==> config.mk <==
export PLATFORM = sky130hd
export DESIGN_NAME = hs_port_owner_power_line_status
export DESIGN_NICKNAME = d
export VERILOG_FILES = /design/src/logic/port_owner_pkg.sv /design/src/logic/hs_port_owner_power_line_status.sv
export SDC_FILE = /design/constraint.sdc
export NUM_CORES = 1
export LEC_CHECK = 0
export BUFFER_PORTS_ARGS = -buffer_cell sky130_fd_sc_hd__buf_2
export CORE_MARGIN = 3
export CORE_UTILIZATION = 52
export CTS_BUF_LIST = sky130_fd_sc_hd__clkbuf_16
export DETAILED_ROUTE_END_ITERATION = 12
export PLACE_DENSITY = 0.84
export SYNTH_ARGS = -nofsm -noshare
export SYNTH_HDL_FRONTEND = slang
export SYNTH_SLANG_ARGS = --single-unit
==> constraint.sdc <==
create_clock -name ref_clk -period 3.3 [get_ports ref_clk]
set_input_delay 0 -clock ref_clk [delete_from_list [all_inputs] [get_ports ref_clk]]
set_output_delay 0 -clock ref_clk [all_outputs]
set_load 0.05 [all_outputs]
==> src/logic/port_owner_pkg.sv <==
/*
 * Constants for the port owner, power and line-level block: register map of
 * the Wishbone slave, field positions, reset values and timing figures.
 * Assumes a 100 MHz ref_clk and a 32-bit classic Wishbone master.
 */
// Overview of operation
// - indicator_select writes are ignored when the indicator capability bit is 0.
// - indicator_select resets to 0; 00 off, 01 amber, 10 green, 11 undefined.
// - owner_is_companion resets to 1, cleared when configured_flag rises.
// - owner_is_companion is held at 1 while configured_flag is 0.
// - software sets owner for non high-speed devices; 1 hands the port to companion.
// - without power switches the port is always powered and power reads 1; here port_power_on is 0 in reset and goes to 1 one cycle after srst falls.
// - with power switches the power bit drives the switch, 0 off, 1 on.
// - while port power is 0 the port is nonfunctional and reports no status.
// - overcurrent on a powered switched port may clear the power bit.
// - line_levels shows D+ in the upper bit and D- in the lower bit.
// - line_levels valid only when disabled and connected; undefined without power.
// - configured_flag 0 routes port to companion, 1 routes to this controller.
package port_owner_pkg;

  // ************************************************************
  // register map (byte addresses)
  // ************************************************************
  localparam logic [7:0] ADDR_STRUCT_PARAMS = 8'h04;
  localparam logic [7:0] ADDR_CONFIG_DONE = 8'h60;
  localparam logic [7:0] ADDR_PORT_STATUS = 8'h64;

  // ************************************************************
  // field positions
  // ************************************************************
  localparam int POS_PWR_CAP = 4;
  localparam int POS_IND_CAP = 16;
  localparam int POS_CFG_FLAG = 0;
  localparam int POS_CONNECT = 0;
  localparam int POS_ENABLE = 2;
  localparam int POS_RESERVED9 = 9;
  localparam int POS_LINE_LO = 10;
  localparam int POS_LINE_HI = 11;
  localparam int POS_POWER = 12;
  localparam int POS_OWNER = 13;
  localparam int POS_IND_LO = 14;
  localparam int POS_IND_HI = 15;

  // ************************************************************
  // reset values and encodings
  // ************************************************************
  localparam logic [1:0] IND_OFF = 2'h0;
  localparam logic [1:0] IND_AMBER = 2'h1;
  localparam logic [1:0] IND_GREEN = 2'h2;
  localparam logic RST_OWNER = 1'b1;
  localparam logic RST_POWER = 1'b0;
  localparam logic RST_CFG_FLAG = 1'b0;

  // ************************************************************
  // timing: power settle time software must honour
  // ************************************************************
  localparam int PWR_SETTLE_MS = 20;
  localparam int CLK_MHZ = 100;
  localparam int PWR_SETTLE_CYC = PWR_SETTLE_MS * 1000 * CLK_MHZ;

endpackage : port_owner_pkg

==> src/logic/hs_port_owner_power_line_status.sv <==
/*
 * Port owner, port power, indicator select and line-level status bits of one
 * root hub port, with configured_flag and a read-only structural_params word,
 * all behind a classic Wishbone slave.
 * Assumes line pins are asynchronous, overcurrent is asynchronous, and the
 * connect and enable status comes from port logic on ref_clk.
 */
// Implementation choice: the Wishbone interface to the registers.
`timescale 1ns/10ps
module hs_port_owner_power_line_status #(
  parameter logic IND_CAPABLE = 1'b1,
  parameter logic PWR_CAPABLE = 1'b1,
  parameter int SETTLE_CYCLES = port_owner_pkg::PWR_SETTLE_CYC
) (
  input wire logic ref_clk,
  input wire logic srst,
  input wire logic wb_cyc_i,
  input wire logic wb_stb_i,
  input wire logic wb_we_i,
  input wire logic [7:0] wb_adr_i,
  input wire logic [3:0] wb_sel_i,
  input wire logic [31:0] wb_dat_i,
  output logic [31:0] wb_dat_o,
  output logic wb_ack_o,
  input wire logic dp_line,
  input wire logic dm_line,
  input wire logic overcurrent,
  input wire logic port_connected,
  input wire logic port_enabled,
  output logic port_power_on,
  output logic owner_is_companion,
  output logic route_to_companion,
  output logic [1:0] indicator_select,
  output logic power_settled
);
  import port_owner_pkg::*;

  // ************************************************************
  // bus decode
  // ************************************************************
  logic ack_q;
  logic [31:0] rdat_q;
  logic wr_stb;
  logic configured_flag_q;
  logic cfg_prev_q;
  logic owner_q;
  logic power_q;
  logic [1:0] ind_q;
  logic [2:0] dp_sync_q;
  logic [2:0] dm_sync_q;
  logic [2:0] oc_sync_q;
  logic dp_q;
  logic dm_q;
  logic oc_q;
  logic [31:0] settle_cnt_q;
  logic port_wr;
  logic status_rd;
  logic line_ok;
  logic [1:0] line_now;
  logic [1:0] ind_wdata;
  logic owner_wdata;
  logic power_wdata;

  // write strobe seen once per classic cycle, at the ack edge; a request
  // dropped before ack therefore leaves every register untouched
  assign wr_stb = wb_cyc_i && wb_stb_i && wb_we_i && ack_q;

  function automatic logic hit(input logic [7:0] adr, input logic [7:0] base);
    hit = (adr == base);
  endfunction : hit

  // ack one cycle after request; dropped the cycle after it was given
  always_ff @(posedge ref_clk) begin
    if (srst) begin
      ack_q <= 1'b0;
    end else begin
      ack_q <= wb_cyc_i && wb_stb_i && !ack_q;
    end
  end

  assign wb_ack_o = ack_q;
  assign wb_dat_o = rdat_q;

  // ************************************************************
  // pin synchronisers: third and second stage must agree
  // ************************************************************
  always_ff @(posedge ref_clk) begin
    if (srst) begin
      dp_sync_q <= 3'h0;
      dm_sync_q <= 3'h0;
      oc_sync_q <= 3'h0;
      dp_q <= 1'b0;
      dm_q <= 1'b0;
      oc_q <= 1'b0;
    end else begin
      dp_sync_q <= {dp_sync_q[1:0], dp_line};
      dm_sync_q <= {dm_sync_q[1:0], dm_line};
      oc_sync_q <= {oc_sync_q[1:0], overcurrent};
      if (dp_sync_q[1] == dp_sync_q[2]) begin
        dp_q <= dp_sync_q[2];
      end
      if (dm_sync_q[1] == dm_sync_q[2]) begin
        dm_q <= dm_sync_q[2];
      end
      if (oc_sync_q[1] == oc_sync_q[2]) begin
        oc_q <= oc_sync_q[2];
      end
    end
  end

  // ************************************************************
  // configured flag
  // ************************************************************
  always_ff @(posedge ref_clk) begin
    if (srst) begin
      configured_flag_q <= RST_CFG_FLAG;
      cfg_prev_q <= RST_CFG_FLAG;
    end else begin
      cfg_prev_q <= configured_flag_q;
      if (wr_stb && hit(wb_adr_i, ADDR_CONFIG_DONE) && wb_sel_i[0]) begin
        configured_flag_q <= wb_dat_i[POS_CFG_FLAG];
      end
    end
  end

  assign route_to_companion = !configured_flag_q;

  // ************************************************************
  // port owner
  // ************************************************************
  always_ff @(posedge ref_clk) begin
    if (srst) begin
      owner_q <= RST_OWNER;
    end else if (!configured_flag_q) begin
      owner_q <= 1'b1;
    end else if (!cfg_prev_q) begin
      owner_q <= 1'b0;
    end else if (wr_stb && hit(wb_adr_i, ADDR_PORT_STATUS) && wb_sel_i[1]) begin
      owner_q <= wb_dat_i[POS_OWNER];
    end
  end

  assign owner_is_companion = owner_q;

  // ************************************************************
  // port power
  // ************************************************************
  always_ff @(posedge ref_clk) begin
    if (srst) begin
      power_q <= RST_POWER;
    end else if (!PWR_CAPABLE) begin
      power_q <= 1'b1;
    end else if (power_q && oc_q) begin
      power_q <= 1'b0;
    end else if (wr_stb && hit(wb_adr_i, ADDR_PORT_STATUS) && wb_sel_i[1]) begin
      power_q <= wb_dat_i[POS_POWER];
    end
  end

  assign port_power_on = power_q;

  // settle counter restarts on each power-on; drives the power_settled output, not a status bit
  always_ff @(posedge ref_clk) begin
    if (srst || !power_q) begin
      settle_cnt_q <= 32'h0;
    end else if (settle_cnt_q < 32'(SETTLE_CYCLES)) begin
      settle_cnt_q <= settle_cnt_q + 32'h1;
    end
  end

  assign power_settled = power_q && (settle_cnt_q >= 32'(SETTLE_CYCLES));

  // ************************************************************
  // indicator select
  // ************************************************************
  always_ff @(posedge ref_clk) begin
    if (srst) begin
      ind_q <= IND_OFF;
    end else if (IND_CAPABLE && wr_stb && hit(wb_adr_i, ADDR_PORT_STATUS) && wb_sel_i[1]) begin
      ind_q <= wb_dat_i[POS_IND_HI:POS_IND_LO];
    end
  end

  assign indicator_select = ind_q;

  // ************************************************************
  // port word decode used by the checks; register logic decodes on its own
  // ************************************************************
  assign port_wr = wr_stb && hit(wb_adr_i, ADDR_PORT_STATUS) && wb_sel_i[1];
  assign status_rd = wb_cyc_i && wb_stb_i && !wb_we_i && !ack_q
    && hit(wb_adr_i, ADDR_PORT_STATUS);
  assign ind_wdata = wb_dat_i[POS_IND_HI:POS_IND_LO];
  assign owner_wdata = wb_dat_i[POS_OWNER];
  assign power_wdata = wb_dat_i[POS_POWER];

  // line levels only mean something on a powered, connected, disabled port;
  // elsewhere they read 0, not undefined, so software never sees stale pins
  assign line_ok = power_q && port_connected && !port_enabled;
  assign line_now = {dp_q, dm_q};

  // ************************************************************
  // read data
  // ************************************************************
  always_ff @(posedge ref_clk) begin
    if (srst) begin
      rdat_q <= 32'h0;
    end else begin
      rdat_q <= 32'h0;
      if (wb_cyc_i && wb_stb_i && !wb_we_i && !ack_q) begin
        if (hit(wb_adr_i, ADDR_STRUCT_PARAMS)) begin
          rdat_q[POS_PWR_CAP] <= PWR_CAPABLE;
          rdat_q[POS_IND_CAP] <= IND_CAPABLE;
        end else if (hit(wb_adr_i, ADDR_CONFIG_DONE)) begin
          rdat_q[POS_CFG_FLAG] <= configured_flag_q;
        end else if (hit(wb_adr_i, ADDR_PORT_STATUS)) begin
          rdat_q[POS_POWER] <= power_q;
          rdat_q[POS_OWNER] <= owner_q;
          rdat_q[POS_IND_HI:POS_IND_LO] <= ind_q;
          rdat_q[POS_RESERVED9] <= 1'b0;
          if (power_q) begin
            rdat_q[POS_CONNECT] <= port_connected;
            rdat_q[POS_ENABLE] <= port_enabled;
            if (line_ok) begin
              // D+ high bit, D- low bit
              rdat_q[POS_LINE_HI:POS_LINE_LO] <= line_now;
            end
          end
        end
      end
    end
  end
endmodule : hs_port_owner_power_line_status

# After elaboration in Yosys (flattened, before gate mapping)
# Cells that the tools add are included.
# totals
regBits,82
elab_cells,72
# op_classes
bitwise_logic,5
reduce_logical,28
magnitude_cmp,2
eq_ne,7
n_mux,9
add_sub_neg,1
# ops
op,count
$add 32x1->32 const B,1
$ge 32x21->1 const B,1
$lt 32x21->1 const B,1
$eq 8x7->1 const B,2
$logic_and 1x1->1,14
$eq 8x3->1 const B,1
$mux 7,1
$reduce_or 7->1,1
$mux 1,6
$reduce_or 2->1,3
$reduce_or 6->1,1
$logic_not 1->1,5
$not 1->1,5
$reduce_or 5->1,1
$mux 2,2
$reduce_or 4->1,1
$eq 1x1->1,3
$reduce_or 3->1,1
$ne 2x1->1 const B,1
$logic_or 1x1->1,1

# Longest topological paths before layout
# Gate-level depths: netlist (run 1).
# logic_depth
depth_word,7
mapped_depth,7
depth_no_buf,5

# Worst setup path before layout (run 1)
# Ideal clock, no wire load.
# synth_path
path_type,register -> register
start,register settle_cnt_q[19]
end,register settle_cnt_q[10]
t_arrival_ps,1925
setup_slack_ps,1305
setup_time_ps,70
required_time_ps,3230
path_stages_with_launch,8
path_cell_list,dfxtp_1 -> and4_1 -> and2_2 -> clkbuf_1 -> or3_1 -> buf_6 -> or4_1 -> a21oi_1
# synth_between
elab_chain_len,1
# synth_lines
element,line_no,text
start: declaration,hs_port_owner_power_line_status.sv:55,logic [31:0] settle_cnt_q;
start signal: assignment,hs_port_owner_power_line_status.sv:167,settle_cnt_q <= settle_cnt_q + 32'h1;
$lt 32x21->1,hs_port_owner_power_line_status.sv:166,end else if (settle_cnt_q < 32'(SETTLE_CYCLES)) begin
# No other way between the ends.
# A chain may end at the register's enable or synchronous reset.

# Worst setup path after layout (run 1)
# layout_path
start,register settle_cnt_q[24]
end,register settle_cnt_q[10]
# Same word-level chain as after synthesis.

==> flow_metrics.env, run 1 <==
export IMPL_area_delta_synth_final_pct=25.4
export IMPL_drv_slew=0
export IMPL_track_usage=0.216
export IMPL_grt_pass1_vias=1985
export IMPL_grt_ovfl_total=0
export IMPL_min_path_cells=3
export IMPL_cp_max_fo=13
export IMPL_syn_inst=271
export IMPL_root_buffer="clkbuf_16"
export IMPL_clock_fmax_mhz=415
export IMPL_cp_end_kind="flop"
export IMPL_fillCellCount=317
export IMPL_reg2reg_from="settle_cnt_q[24]"
export IMPL_die_h_um=75.1
export IMPL_status="finished, violations left"
export IMPL_num_antenna_cells=0
export IMPL_clk_path_buf_depth=2
export IMPL_yosys_area_top_type="dfxtp_1"
export IMPL_hp_class="in2reg"
export IMPL_fin_crit_sh=0.730
export IMPL_p_leak_nw=1.28
export IMPL_dieArea_um2=5640
export IMPL_cts_made_buffers=9
export IMPL_synth_top_area_frac=0.483
export IMPL_slew_headroom=0.478
export IMPL_timing_rr_end="settle_cnt_q[10]"
export IMPL_vias=2043
export IMPL_r2r_worst_path_cells=5
export IMPL_cts_sinks=60
export IMPL_syn_cell_area_um2=2480
export IMPL_final_setup_skew_ns=0.00193
export IMPL_synthDistinctLibCells=40
export IMPL_ys_warn_count=0
export IMPL_cts_tree="yes"
export IMPL_clk_latency_ns=0.32
export IMPL_maxCapViolations=0
export IMPL_fin_setup_tns_ns=0
export IMPL_drive_gt1_frac=0.190
export IMPL_setup_ws_ns=0.890
export IMPL_wl_per_cell_um=14.2
export IMPL_syn_mean_instance_area_um2=9.17
export IMPL_critPathArrivalTime_ns=2.65
export IMPL_tightest_slew_ns=0.782
export IMPL_fin_util=0.696
export IMPL_drt_wl_total_mm=5.45
export IMPL_num_rows=24
export IMPL_violations="negative hold slack"
export IMPL_hold_end="port_power_on"
export IMPL_synth_area_top_cells="dfxtp_1, buf_4, and2_1"
export IMPL_ys_seq_area_frac=0.483
export IMPL_vdd_drop_max_mv=0.327
export IMPL_drtIter0Drc=104
export IMPL_rsz0062_at_grt="false"
export IMPL_clkTransAtPathRegs_ns=0.05
export IMPL_path_class="reg2reg"
export IMPL_final_nets=383
export IMPL_grt_start_max_net_pins=22
export IMPL_finalHoldWorstSlack_ns=-0.00399
export IMPL_coreArea_um2=4470
export IMPL_synthFlopType="dfxtp_1"
export IMPL_period_minus_slack_ns=2.41
export IMPL_ant_nets=0
export IMPL_place_congestion=0.766
export IMPL_reg2reg_slack_ns=0.89
export IMPL_synth_edff_count=0
export IMPL_numPortBuffers=41
export IMPL_antenna_found_initial=0
export IMPL_cp_required_ns=3.54
export IMPL_grt_pass1_wl_mm=9.05
export IMPL_async_flop_share=0
export IMPL_crit_path_start_kind="flop"
export IMPL_first_pass_iters=4
export IMPL_vias_per_cell=5.33
export IMPL_drc=0
export IMPL_ys_ff_latch=60
export IMPL_pin_count=93
export IMPL_p_per_area_nw_per_um2=623
export IMPL_finalHoldViolCount=1
export IMPL_start_util=0.555
export IMPL_pre_cts_ws_ns=0.933
export IMPL_hp_start="wb_dat_i[12]"
export IMPL_dp_hpwl_mm=3.17
export IMPL_die_x_um=75.1
export IMPL_htree_levels=3
export IMPL_finalSetupViolCount=0
-- sequential cells by signal, indices dropped and copies added (netlist names), 2 cells and up --
| register | count |
|---|---|
| settle_cnt_q | 32 |
| dm_sync_q | 3 |
| wb_dat_o | 9 |
| dp_sync_q | 3 |
| indicator_select | 2 |
| oc_sync_q | 3 |
-- kinds of logic after synthesis --
| logic type | Yosys count | share of synthesized area |
|---|---|---|
| simple gates | 120 | 0.270 |
| flops | 60 | 0.483 |
| buf+inv | 40 | 0.0987 |
| compound gates | 35 | 0.0886 |
| xor+xnor | 9 | 0.0317 |
| mux | 4 | 0.0161 |
| fa+ha+maj | 2 | 0.0101 |
| other cells | 1 | 0.00151 |
-- layout by cell type (no fill, tap or decap), drive strengths merged, types with 5 or more instances in the layout --
cell	netlist	final
clkbuf	6	9
nor2	23	23
nor3	6	6
nor2b	9	9
dfxtp	60	60
nand3	11	11
nand2	13	13
or4	6	6
o21ai	8	8
buf	25	41
nor4	12	12
conb	1	22
and2	17	17
and3	5	5
dlygate4sd3	0	14
nand4	6	6
xnor2	8	8
a21oi	14	14
inv	9	9
-- cells in the mapped netlist, types with 3 or more instances --
cell / instances
o31ai_1: 4
or4_1: 6
nor4_1: 11
inv_1: 9
nand4_1: 6
buf_4: 23
dfxtp_1: 60
nor3_1: 6
nand2_1: 13
clkbuf_1: 6
mux2i_1: 4
and3_1: 5
nand3_1: 11
or3_1: 3
xnor2_1: 8
nor2b_1: 9
nor2_1: 23
a21oi_1: 14
and2_1: 15
o21ai_0: 8
-- metrics by stage --
step	hold WS, ns	total power, mW	instances	area [µm²]
floorplan	0.0757	0.832	292	2560
global placement	0.180	0.829	354	2620
detailed placement	0.184	0.830	354	2620
CTS	0.00895	1.95	383	3120
global route	0.0122	1.99	383	3120
finish	-0.00399	1.94	383	3120
-- how the worst max path moves through the flow --
stage	startpoint	to	slack [ns]	cells past startpoint
after detailed placement	settle_cnt_q[24]	settle_cnt_q[10]	0.93	5
after CTS	settle_cnt_q[24]	settle_cnt_q[10]	0.88	5
after floorplan	settle_cnt_q[19]	settle_cnt_q[10]	1.30	7
final	settle_cnt_q[24]	settle_cnt_q[10]	0.89	5
after global placement	settle_cnt_q[24]	settle_cnt_q[10]	0.99	5
after global routing	settle_cnt_q[24]	settle_cnt_q[10]	0.72	5
-- critical path, cell delays in order (launching register included) --
cell	delay, ns
dfxtp_1	0.30
nor4_1	0.31
nand3_1	0.41
or3_1	0.60
or4_1	0.56
a21oi_1	0.15
-- report_power, final --
part	switching, mW	total [mW]	internal [mW]
sequential	0.00213	0.733	0.731
combinational	0.0728	0.0968	0.0240
clock	0.309	1.11	0.804
total	0.384	1.94	1.56
-- area by class of cell --
cell class	instances	area, µm²	share of cell area
timing repair buffer	55	345	0.111
clock buffer	9	225	0.0723
clock inverter	6	128	0.0410
tap	52	65.1	0.0209
multi-input combinational	192	1120	0.359
inverter	9	33.8	0.0108
sequential	60	1200	0.386
-- layer usage --
| metal | wire length [µm] | vias to the layer above | GRT usage |
|---|---|---|---|
| met2 | 2740 | 81 | 0.376 |
| met4 | 131 | 0 | 0.123 |
| li1 | - | 1009 | - |
| met3 | 352 | 15 | 0.0574 |
| met1 | 2220 | 938 | 0.236 |
| met5 | 0 | - | 0 |
-- repair_timing --
item | 4_1_cts | 5_1_grt
buffers inserted | 0 | 0
hold buffers | 14 | 0
gates resized for setup | 0 | 0
endpoints found under the hold margin | 12 | 0
No activity file was read; power rests on OpenSTA's default activity.
==> run 2: changes to the inputs <==
Settings changed: ABC_AREA set to 1, CORE_UTILIZATION 52 to 45, PLACE_DENSITY 0.84 to 0.75.
Clock period 3.3 ns to 2 ns, I/O delays scaled along.
==> flow_metrics.env, run 2 <==
export IMPL_ant_nets=0
export IMPL_startpoint="settle_cnt_q[17]"
export IMPL_clk_latency_ns=0.32
export IMPL_path_common_cell="nand2_1"
export IMPL_wl_per_cell_um=11.6
export IMPL_grt_start_max_net_pins=29
export IMPL_drt_wl_total_mm=6.30
export IMPL_rsz0062_at_grt="false"
export IMPL_crit_end="power_settled"
export IMPL_antenna_found_initial=0
export IMPL_reg2reg_from="wb_ack_o"
export IMPL_cts_made_buffers=9
export IMPL_htree_levels=3
export IMPL_cp_slowest_stage_delay_ns=0.39
export IMPL_final_nets=521
export IMPL_pre_cts_ws_ns=0.433
export IMPL_clock_fmax_mhz=539
export IMPL_r2r_worst_path_cells=6
export IMPL_largest_reg_flops=32
export IMPL_cp_required_ns=2.00
export IMPL_final_setup_skew_ns=0.00457
export IMPL_hp_class="in2reg"
export IMPL_vdd_drop_max_mv=0.639
export IMPL_coreArea_um2=5990
export IMPL_fin_util=0.576
export IMPL_path_buf_inv=1
export IMPL_syn_inst=400
export IMPL_synthFlopType="dfxtp_1"
export IMPL_numPortBuffers=41
export IMPL_critPathArrivalTime_ns=1.85
export IMPL_synth_area_top_cells="dfxtp_1, nor2_1, nand2_1"
export IMPL_synth_commonest_cells="nor2_1, nand2_1, dfxtp_1"
export IMPL_ys_warn_count=0
export IMPL_ys_ff_latch=60
export IMPL_top_register="settle_cnt_q"
export IMPL_synth_top_area_frac=0.424
export IMPL_synthDistinctLibCells=30
export IMPL_path_class="reg2out"
export IMPL_track_usage=0.184
export IMPL_root_buffer="clkbuf_16"
export IMPL_syn_cell_area_um2=2830
export IMPL_setup_ws_ns=0.146
export IMPL_place_congestion=0.908
export IMPL_drtIter0Drc=156
export IMPL_num_rows=28
export IMPL_p_leak_nw=1.41
export IMPL_fin_setup_tns_ns=0
export IMPL_timing_rr_end="configured_flag_q"
export IMPL_reg2reg_slack_ns=0.32
export IMPL_first_pass_iters=4
export IMPL_num_antenna_cells=0
export IMPL_start_util=0.473
export IMPL_dp_cells=510
export IMPL_drive_gt1_frac=0.162
export IMPL_area_delta_synth_final_pct=21.8
export IMPL_synth_most_common_cell="nor2_1"
export IMPL_vias_per_cell=4.85
export IMPL_pin_count=93
export IMPL_final_common_cell="nor2_1"
export IMPL_path_depth=7
export IMPL_grt_pass1_vias=2624
export IMPL_dp_hpwl_mm=4.23
export IMPL_crit_slowest_cell="dfxtp_1"
export IMPL_finalSetupViolCount=0
export IMPL_crit_path_start_kind="flop"
export IMPL_vias=2637
export IMPL_layout_common_cells="nor2_1, nand2_1, dfxtp_1"
export IMPL_p_per_area_nw_per_um2=785
export IMPL_clk_path_buf_depth=2
export IMPL_maxCapViolations=0
export IMPL_die_x_um=85.3
export IMPL_yosys_area_top_type="dfxtp_1"
export IMPL_fin_crit_sh=0.927
export IMPL_cp_end_kind="output port"
export IMPL_syn_mean_instance_area_um2=7.08
export IMPL_drc=0
export IMPL_synth_edff_count=0
export IMPL_cts_tree="yes"
export IMPL_drv_slew=0
export IMPL_crit_family="simple AND/OR/NAND/NOR gates"
export IMPL_cts_sinks=60
export IMPL_period_minus_slack_ns=1.85
export IMPL_async_flop_share=0
export IMPL_grt_ovfl_total=0
export IMPL_cp_max_fo=14
export IMPL_die_h_um=85.3
export IMPL_dieArea_um2=7280
export IMPL_finalHoldViolCount=0
export IMPL_fin_cells=544
export IMPL_clkTransAtPathRegs_ns=0.05
export IMPL_status="completed"
export IMPL_grt_pass1_wl_mm=10.9
export IMPL_worstPathCellList="nand2_1 -> nor2_1 -> nand2_1 -> nor2_4 -> nand2_4 -> a21oi_1 -> buf_4"
export IMPL_ys_seq_area_frac=0.424
==> run 2: changes by cell type in the layout (fill, tap and decap cells not counted), sizes merged, moves of 8 or more <==
cell / delta
nand2: +58
and2: -17
a21oi: +14
nor2: +67
xnor2: -8
nand3: +23
nor2b: -9
inv: +45
nor4: -9
==> run 2: per-layer routing <==
metal / global-route usage / wire, µm / vias up
li1: - / - / 1339
met1: 0.196 / 2590 / 1186
met2: 0.335 / 3200 / 97
met3: 0.0544 / 391 / 15
met4: 0.0777 / 114 / 0
met5: 0 / 0 / -
==> run 2: power by group <==
group          internal, mW  switching [mW]  total (mW)
clock network         0.815           0.513        1.33
registers              1.21         0.00346        1.21
logic                0.0461           0.125       0.171
total                  2.07           0.641        2.71
==> run 2: worst min-delay path by stage <==
stage	cells after the start	slack, ns	start	to
after detailed placement	3	0.21	dm_line	dm_sync_q[0]
after global placement	3	0.20	dm_line	dm_sync_q[0]
final	3	0.02	wb_sel_i[1]	owner_is_companion
after CTS	4	0.02	wb_adr_i[6]	wb_dat_o[4]
after floorplan	1	0.08	port_enabled	wb_dat_o[10]
after global routing	4	0.03	wb_adr_i[6]	wb_dat_o[4]
==> run 2: area by class of cell <==
cell class | count | area [µm²]
fill | 543 | 2540
multi-input combinational | 278 | 1280
sequential | 60 | 1200
timing repair buffer | 62 | 410
clock buffer | 9 | 225
inverter | 54 | 203
tap | 75 | 93.8
clock inverter | 6 | 32.5
==> run 2: worst reg2reg max path: stages, from the launching register on <==
cell and delay, ns:
dfxtp_1 0.38, nand2_1 0.07, nor2_1 0.20, nand3_1 0.13
o21ai_0 0.16, a21oi_1 0.06, dlygate4sd3_1 0.56
==> run 2: what timing repair did <==
action                     CTS  global route
hold buffers                18             0
setup endpoints to repair    0             1
buffers inserted             0             0
resized for setup            0             5
hold endpoints to repair    15             0
==> run 2: stage by stage <==
stage,area (µm²),power (mW),hold WS (ns)
floorplan,2910,1.38,0.0787
global placement,3000,1.38,0.199
detailed placement,3000,1.38,0.208
CTS,3430,2.73,0.0184
global route,3450,2.80,0.0330
finish,3450,2.71,0.0226
==> run 2: logic make-up after synthesis <==
kind of cell,share of synthesized area
and+or+nand+nor,0.328
DFF,0.424
AOI/OAI and AO/OA,0.0764
other,0.00132
xor gates and xnor gates,0.00619
buffers and inverters,0.155
adders and majority gates,0.00884
